--- src/rtl/anmr_regs_map.svh ---
// register offsets, field positions, reset values and frame counts
`ifndef ANMR_REGS_MAP_SVH
`define ANMR_REGS_MAP_SVH
`define ANMR_OFS_CONTROL 5'h00
`define ANMR_OFS_STATUS 5'h01
`define ANMR_OFS_ID_HI 5'h02
`define ANMR_OFS_ID_LO 5'h03
`define ANMR_OFS_EXPANSION 5'h06
`define ANMR_OFS_NP_TX 5'h07
`define ANMR_OFS_NP_RX 5'h08
`define ANMR_OFS_EXT_STATUS 5'h0f
`define ANMR_OFS_AN_IRQ 5'h10
`define ANMR_NP_MORE_BIT 15
`define ANMR_NP_ACK_BIT 14
`define ANMR_NP_MSG_BIT 13
`define ANMR_NP_ACK2_BIT 12
`define ANMR_NP_TOGGLE_BIT 11
`define ANMR_NP_CODE_MSB 10
`define ANMR_NP_TX_RESET 16'h2001
`define ANMR_NP_RX_RESET 16'h0000
`define ANMR_EXT_STATUS_VALUE 16'h8000
`define ANMR_EXP_NP_ABLE_BIT 2
`define ANMR_EXP_PAGE_RCVD_BIT 1
`define ANMR_IRQ_STATUS_BIT 1
`define ANMR_IRQ_ENABLE_BIT 0
`define ANMR_IRQ_EN_RESET 1'b1
`define ANMR_PREAMBLE_BITS 6'h20
`define ANMR_HDR_BITS 5'h0d
`define ANMR_DATA_BITS 5'h10
`endif

--- src/rtl/anmr_pkg.sv ---
// types shared by the next page management register bank
package anmr_pkg;
  typedef enum logic [1:0] {
    MdPreamble,
    MdHeader,
    MdTurn,
    MdData
  } anmr_md_state_e;
  typedef logic [15:0] anmr_word_t;
endpackage

--- src/rtl/anmr_regs.sv ---
// management register bank: next page, extended status, autoneg interrupt
`timescale 1ns/1ps
`include "anmr_regs_map.svh"
module anmr_regs
  import anmr_pkg::*;
#(
  parameter bit AUTONEG = 1'b1
)(
  input wire logic core_clk,
  input wire logic rst,
  input wire logic [4:0] phyAddr,
  input wire logic mdc,
  input wire logic mdioIn,
  output logic mdioOut,
  output logic mdioOe,
  input wire logic [15:0] controlValue,
  input wire logic [15:0] statusValue,
  output logic controlWrite,
  output logic [15:0] controlWrData,
  input wire logic anComplete,
  input wire logic rxPageValid,
  input wire logic [15:0] rxPage,
  input wire logic txPageSent,
  output logic [15:0] txPage,
  output logic autoneg_done_irq
);
  anmr_md_state_e state_q;
  logic mdcPrev_q;
  logic [5:0] preCnt_q;
  logic [4:0] bitCnt_q;
  logic [15:0] shift_q;
  logic [15:0] rdShift_q;
  logic isRead_q;
  logic hit_q;
  logic [4:0] regAddr_q;
  logic mdioOut_q;
  logic mdioOe_q;
  anmr_word_t txPage_q;
  anmr_word_t rxPage_q;
  logic pageRcvd_q;
  logic intEn_q;
  logic intStatus_q;
  logic controlWrite_q;
  logic [15:0] controlWrData_q;
  function automatic logic anmr_implemented(input logic [4:0] a);
    logic base, an;
    base = (a == `ANMR_OFS_CONTROL) || (a == `ANMR_OFS_STATUS) ||
           (a == `ANMR_OFS_ID_HI) || (a == `ANMR_OFS_ID_LO) ||
           (a == `ANMR_OFS_EXT_STATUS);
    an = (a == `ANMR_OFS_EXPANSION) || (a == `ANMR_OFS_NP_TX) ||
         (a == `ANMR_OFS_NP_RX) || (a == `ANMR_OFS_AN_IRQ);
    return base || (AUTONEG && an);
  endfunction
  wire mdcRise = mdc && !mdcPrev_q;
  wire [15:0] hdrNext = {shift_q[14:0], mdioIn};
  wire [4:0] hdrReg = hdrNext[4:0];
  wire hdrStartOk = hdrNext[12] == 1'b1;
  wire hdrRead = hdrNext[11:10] == 2'b10;
  wire hdrWrite = hdrNext[11:10] == 2'b01;
  wire hdrMatch = hdrNext[9:5] == phyAddr;
  wire hdrDone = mdcRise && (state_q == MdHeader) &&
                 (bitCnt_q == `ANMR_HDR_BITS - 5'h01);
  wire frameOk = hdrStartOk && hdrMatch && (hdrRead || hdrWrite);
  wire rdCommit = hdrDone && frameOk && hdrRead;
  wire dataDone = mdcRise && (state_q == MdData) &&
                  (bitCnt_q == `ANMR_DATA_BITS - 5'h01);
  wire wrCommit = dataDone && hit_q && !isRead_q;
  wire [15:0] wrData = hdrNext;
  wire wrTx = wrCommit && anmr_implemented(regAddr_q) &&
              (regAddr_q == `ANMR_OFS_NP_TX);
  wire wrIrq = wrCommit && anmr_implemented(regAddr_q) &&
               (regAddr_q == `ANMR_OFS_AN_IRQ);
  wire wrCtl = wrCommit && (regAddr_q == `ANMR_OFS_CONTROL);
  wire rdExp = rdCommit && anmr_implemented(hdrReg) &&
               (hdrReg == `ANMR_OFS_EXPANSION);
  function automatic anmr_word_t anmr_read(input logic [4:0] a);
    anmr_word_t v;
    v = 16'h0000;
    if (anmr_implemented(a))
    begin
      case (a)
        `ANMR_OFS_CONTROL: v = controlValue;
        `ANMR_OFS_STATUS: v = statusValue;
        `ANMR_OFS_EXPANSION:
        begin
          v[`ANMR_EXP_NP_ABLE_BIT] = 1'b1;
          v[`ANMR_EXP_PAGE_RCVD_BIT] = pageRcvd_q;
        end
        `ANMR_OFS_NP_TX: v = txPage_q;
        `ANMR_OFS_NP_RX: v = rxPage_q;
        `ANMR_OFS_EXT_STATUS: v = `ANMR_EXT_STATUS_VALUE;
        `ANMR_OFS_AN_IRQ:
        begin
          v[`ANMR_IRQ_STATUS_BIT] = intStatus_q;
          v[`ANMR_IRQ_ENABLE_BIT] = intEn_q;
        end
        default: v = 16'h0000;
      endcase
    end
    return v;
  endfunction
  // transmit page: bit 14 forced 0, toggle owned by hardware
  wire [15:0] txWrVal = {wrData[15], 1'b0, wrData[13:12],
                         txPage_q[`ANMR_NP_TOGGLE_BIT], wrData[10:0]};
  wire [15:0] txTogVal = {txPage_q[15:12], !txPage_q[`ANMR_NP_TOGGLE_BIT],
                          txPage_q[10:0]};
  wire [15:0] txPage_d = wrTx ? txWrVal : txPage_q;
  wire [15:0] txPageT_d = txPageSent ?
    {txPage_d[15:12], txTogVal[11], txPage_d[10:0]} : txPage_d;
  wire [15:0] rxPage_d = {rxPage[15], 1'b1, rxPage[13:0]};
  wire intEn_d = wrIrq ? wrData[`ANMR_IRQ_ENABLE_BIT] : intEn_q;
  wire intKeep = wrIrq ? wrData[`ANMR_IRQ_STATUS_BIT] : intStatus_q;
  wire anDone = AUTONEG && anComplete;
  wire intStatus_d = intEn_d && (anDone || intKeep);
  wire pageRcvd_d = rxPageValid || (pageRcvd_q && !rdExp);
  // management frame receiver, pins sampled on mdc rising edges
  always_ff @(posedge core_clk)
  begin
    mdcPrev_q <= mdc;
    if (rst)
    begin
      state_q <= MdPreamble;
      preCnt_q <= 6'h00;
      bitCnt_q <= 5'h00;
      shift_q <= 16'h0000;
      rdShift_q <= 16'h0000;
      isRead_q <= 1'b0;
      hit_q <= 1'b0;
      regAddr_q <= 5'h00;
      mdioOut_q <= 1'b1;
      mdioOe_q <= 1'b0;
    end
    else if (mdcRise)
    begin
      shift_q <= hdrNext;
      bitCnt_q <= bitCnt_q + 5'h01;
      case (state_q)
        MdPreamble:
        begin
          bitCnt_q <= 5'h00;
          if (mdioIn)
            preCnt_q <= (preCnt_q == `ANMR_PREAMBLE_BITS) ?
                        preCnt_q : preCnt_q + 6'h01;
          else
          begin
            preCnt_q <= 6'h00;
            if (preCnt_q == `ANMR_PREAMBLE_BITS)
              state_q <= MdHeader;
          end
        end
        MdHeader:
          if (hdrDone)
          begin
            state_q <= frameOk ? MdTurn : MdPreamble;
            bitCnt_q <= 5'h00;
            isRead_q <= hdrRead;
            hit_q <= frameOk;
            regAddr_q <= hdrReg;
            rdShift_q <= anmr_read(hdrReg);
          end
        MdTurn:
          if (bitCnt_q == 5'h01)
          begin
            state_q <= MdData;
            bitCnt_q <= 5'h00;
            if (isRead_q)
            begin
              mdioOut_q <= rdShift_q[15];
              rdShift_q <= {rdShift_q[14:0], 1'b0};
            end
          end
          else if (isRead_q)
          begin
            mdioOe_q <= 1'b1;
            mdioOut_q <= 1'b0;
          end
        MdData:
          if (dataDone)
          begin
            state_q <= MdPreamble;
            mdioOe_q <= 1'b0;
            mdioOut_q <= 1'b1;
          end
          else if (isRead_q)
          begin
            mdioOut_q <= rdShift_q[15];
            rdShift_q <= {rdShift_q[14:0], 1'b0};
          end
        default: state_q <= MdPreamble;
      endcase
    end
  end
  always_ff @(posedge core_clk)
  begin
    if (rst)
    begin
      txPage_q <= `ANMR_NP_TX_RESET;
      rxPage_q <= `ANMR_NP_RX_RESET;
      pageRcvd_q <= 1'b0;
      intEn_q <= `ANMR_IRQ_EN_RESET;
      intStatus_q <= 1'b0;
      controlWrite_q <= 1'b0;
      controlWrData_q <= 16'h0000;
    end
    else
    begin
      txPage_q <= txPageT_d;
      if (rxPageValid)
        rxPage_q <= rxPage_d;
      pageRcvd_q <= pageRcvd_d;
      intEn_q <= intEn_d;
      intStatus_q <= intStatus_d;
      controlWrite_q <= wrCtl;
      if (wrCtl)
        controlWrData_q <= wrData;
    end
  end
  assign mdioOut = mdioOut_q;
  assign mdioOe = mdioOe_q;
  assign txPage = txPage_q;
  assign autoneg_done_irq = intStatus_q;
  assign controlWrite = controlWrite_q;
  assign controlWrData = controlWrData_q;
endmodule

--- config.mk ---
export PLATFORM = sky130hd
export DESIGN_NAME = anmr_regs
export DESIGN_NICKNAME = d
export VERILOG_FILES = /design/src/rtl/anmr_pkg.sv /design/src/rtl/anmr_regs.sv
export VERILOG_INCLUDE_DIRS = /design/src /design/src/rtl
export SDC_FILE = /design/constraint.sdc
export NUM_CORES = 1
export LEC_CHECK = 0
export ABC_AREA = 1
export BUFFER_PORTS_ARGS = -buffer_cell sky130_fd_sc_hd__buf_2
export CAP_MARGIN = 40
export CORE_ASPECT_RATIO = 0.8
export CORE_MARGIN = 8
export CORE_UTILIZATION = 36
export CTS_CLUSTER_SIZE = 25
export DETAILED_ROUTE_END_ITERATION = 8
export GPL_TIMING_DRIVEN = 0
export SLEW_MARGIN = 20
export SYNTH_ARGS = -nofsm -noshare
export SYNTH_HDL_FRONTEND = slang
export SYNTH_SLANG_ARGS = --single-unit
--- constraint.sdc ---
create_clock -name core_clk -period 2.7 [get_ports core_clk]
set_input_delay 0.54 -clock core_clk [delete_from_list [all_inputs] [get_ports core_clk]]
set_output_delay 0.54 -clock core_clk [all_outputs]
set_load 0.01 [all_outputs]
==> metrics.md <==
| Metric | Value |
|---|---|
| Initial DRC count | `480` |
| CP max stage cell | `dfxtp_1` |
| Total grt overflow | `0` |
| Crit. Startpoint | `bitCnt_q[0]$_SDFFE_PP0N_` |
| Stages on the worst setup path | `12` |
| Critical path class | `reg -> reg` |
| Number of vias per cell | `between 4 and 5` |
| H-tree level count | `3` |
| Post-CTS Hold Buffers | `0` |
| Post-Syn Nets | `819` |
| Actual slew at the worst max-slew pin | `roughly 630 ps` |
| WL per Instance | `15.4 um` |
| Synthesized cell area | `0.00515 sq mm` |
| Pin count of the biggest net entering global routing | `17` |
| Port bufs | `92` |
| P&R area growth vs syn | `19.7%` |
| Final hold viol count | `0` |
| Initial Util | `a little over a third` |
| GRT Total Usage | `between 10% and 20%` |
| CP max stage delay | `~400 ps` |
| Initial antenna violation count | `0` |
| Fin. max-slew vios | `0` |
| Pwr Total | `~3.4 mW` |
| Synth Warn # | `0` |
| Final routed DRC violation total | `0` |
| CTS buffer count | `9` |
| Antenna Cells | `0` |
| Setup Fix Bufs, Post-CTS | `0` |
| Commonest non-fill, non-tap cell in the layout | `nand2_1` |
| Finished Layout Cells | `1044` |
| Synth area leaders | `dfxtp_1, nand2_1, nor2_1` |
| CTS sink cnt | `approximately 110` |
| Final wirelength | `approximately 16 mm` |
| Ratio of cells with drive above 1 in the final layout | `roughly a fifth` |
| Minimum clock period | `around 2200 ps` |
| Synth Instances | `approximately 750` |
| Most frequent cells in the layout | `nand2_1, dfxtp_1, nor2_1` |
| Cell family with most CP delay | `simple AND/OR/NAND/NOR gates` |
| Post-synth top area cell | `dfxtp_1` |
| Share of the synthesized area in the top cell type | `about two fifths` |
| CORE AREA | `0.0142 sq mm` |
| Pwr per Cell Area | `549 mW/mm^2` |
| DR vias | `5126` |
| Clk_lat worst skew | `approximately 350 ps` |
| Clock Root Buffer | `clkbuf_16` |
| Reg2Reg Setup Slack | `480 ps` |
| Rel. slew slack | `between 50% and 60%` |
| Register area | `0.00210 sq mm` |
| Hold/Removal Path Class | `in -> reg` |
| Distinct cells, synth | `35` |
| Clk slew on worst S/H paths | `about 70 ps` |
| CP endpoint | `controlWrData[9]$_SDFFE_PP0P_` |
| Setup Skew | `~6 ps` |
| Status | `finished clean` |
| Fmax | `around 0.45 GHz` |
| Vias in the first global route | `~4700` |
| CP Launch Type | `register` |
| Die area | `about 0.018 sq mm` |
| Critical Path End Type | `register` |
| Switching power | `around 850 uW` |
| Reg2Reg Depth | `12` |
| Post-CTS Resized | `0` |
| Worst path buffer plus inverter count | `4` |
| Drt pass-1 iters | `4` |
| P_leak | `about 2.7 nW` |
| Synthesized area per cell | `around 6.8 sq um` |
| Power share of the clock group | `a little over two fifths` |
| Detail Route Antenna Nets | `0` |
| Detailed placement HPWL | `~12 mm` |
| FP Rows | `39` |
| Nets@finish | `between 900 and 1000` |
| #FFs+latches synth | `about 110` |
| Critical Path AT | `roughly 2400 ps` |
| Multi-input logic area | `between 0.002 and 0.003 sq mm` |
| Clock buffer depth | `2` |
| CTS tree | `built` |
| Flop pwr share | `a little under half` |
| Maxcap violations | `0` |
| Maximum fanout along the worst path | `10` |
| Placed Cells incl. Taps | `between 1000 and 1500` |
| Die W | `about 150 um` |
| Routability cong. | `approximately 0.88` |
| Comb power frac | `under 10%` |
| Reg-to-reg critical path endpoint | `controlWrData[9]$_SDFFE_PP0P_` |
| Top-Level Pins | `between 90 and 100` |
| Filler cell count | `1513` |
| Reg-to-reg critical path startpoint | `bitCnt_q[0]$_SDFFE_PP0N_` |
| Period utilisation layout | `around 80%` |
| Final Setup Violations | `0` |
| Setup TNS | `0 ps` |
| Internal | `between 2 and 3 mW` |
| Max rail drop VDD | `0.000332 V` |
| Sw Ratio | `25.1%` |
| Die Y | `123 um` |
| RSZ-0062 raised after global routing | `no` |
| Sequential fraction of the synthesis area | `between 40% and 50%` |
| Cell Chain, Critical Path | `ha_1 -> inv_1 -> nor2_1 -> ha_1 -> inv_1 -> nor3_2 -> nand2_2 -> clkinv_2 -> nand3_4 -> clkbuf_1 -> nand2_1 -> a21oi_2` |
| WP data required | `between 2000 and 3000 ps` |
| First-pass GRT wire length | `25.2 mm` |
[worst min-delay path by stage]
stage | startpoint | to | slack, ps | cells past startpoint
2_1_floorplan | regAddr_q[4]$_SDFFE_PP0P_ | controlWrite$_SDFF_PP0_ | 420 | 1
3_3_place_gp | rxPage_q[15]$_SDFFE_PP0P_ | rxPage_q[15]$_SDFFE_PP0P_ | 440 | 2
3_5_place_dp | rxPage_q[15]$_SDFFE_PP0P_ | rxPage_q[15]$_SDFFE_PP0P_ | 450 | 2
4_1_cts | mdc | mdcPrev_q$_DFF_P_ | 310 | 1
5_1_grt | mdc | mdcPrev_q$_DFF_P_ | 320 | 1
6_report | mdc | mdcPrev_q$_DFF_P_ | 310 | 1
[cell usage after synthesis, drive strengths merged]
master,n
nor4,3
ha,7
nand2,186
clkinv,5
o21ai,76
clkbuf,20
buf,17
nor3,7
xor2,4
dfxtp,105
a21oi,79
nand4,16
o21bai,3
nor3b,2
conb,1
o211ai,3
nand3,32
or2,1
inv,76
xnor2,1
nor2,108
[per-layer routing]
| metal | vias up | GRT usage (%) | share of wire (%) |
|---|---|---|---|
| met3 | 12 | 4.46 | 7.5 |
| met5 | - | 0 | 0 |
| met4 | 0 | 3.68 | 0.80 |
| met2 | 171 | 24.6 | 40 |
| li1 | 2618 | - | - |
| met1 | 2325 | 26.1 | 51 |
[registers in the layout, indices dropped and copies added, names as in the netlist, named ones only]
signal,cells
state_q,1
rxPage_q,16
shift_q,15
isRead_q,1
controlWrData,16
controlWrite,1
txPage,15
bitCnt_q,5
mdioOut,1
preCnt_q,6
pageRcvd_q,1
mdioOe,1
autoneg_done_irq,1
mdcPrev_q,1
intEn_q,1
regAddr_q,5
rdShift_q,16
hit_q,1
[power groups by stage]
stage,Sequential [mW],Clock [mW],Combinational (mW)
after floorplan,1.64,0,0.193
after global placement,1.65,0,0.318
after detailed placement,1.65,0,0.318
after CTS,1.61,1.46,0.319
after global routing,1.61,1.53,0.360
final,1.61,1.45,0.323
[metrics by stage]
step / utilization, % / hold WS, ps / setup slack (ps) / cell area, sq um
CTS: 43.5 / 308 / 477 / 6160
floorplan: - / 420 / 888 / 5150
global placement: 41.3 / 443 / 501 / 5840
detailed placement: 41.3 / 450 / 498 / 5840
finish: 43.5 / 312 / 480 / 6160
global route: 43.5 / 319 / 245 / 6160
[cell families after synthesis]
| group | after synthesis | synth area share [%] |
|---|---|---|
| and+or+nand+nor | 355 | 29.9 |
| buffers and inverters | 118 | 9.75 |
| other | 1 | 0.0729 |
| DFF | 105 | 40.8 |
| xor gates and xnor gates | 5 | 0.851 |
| adders and majority gates | 7 | 1.70 |
| AOI/OAI and AO/OA | 161 | 16.9 |
[area by class of cell]
class                           count  share of cell area, %
Inverter                           81                   5.00
Multi-Input combinational cell    529                   41.3
Tap cell                          184                   3.74
Timing Repair Buffer               92                   7.47
Buffer                             37                   3.15
Clock buffer                       12                   4.00
Sequential cell                   105                   34.1
Clock inverter                      4                   1.24
Note: power is estimated with default switching activity, not from simulation.
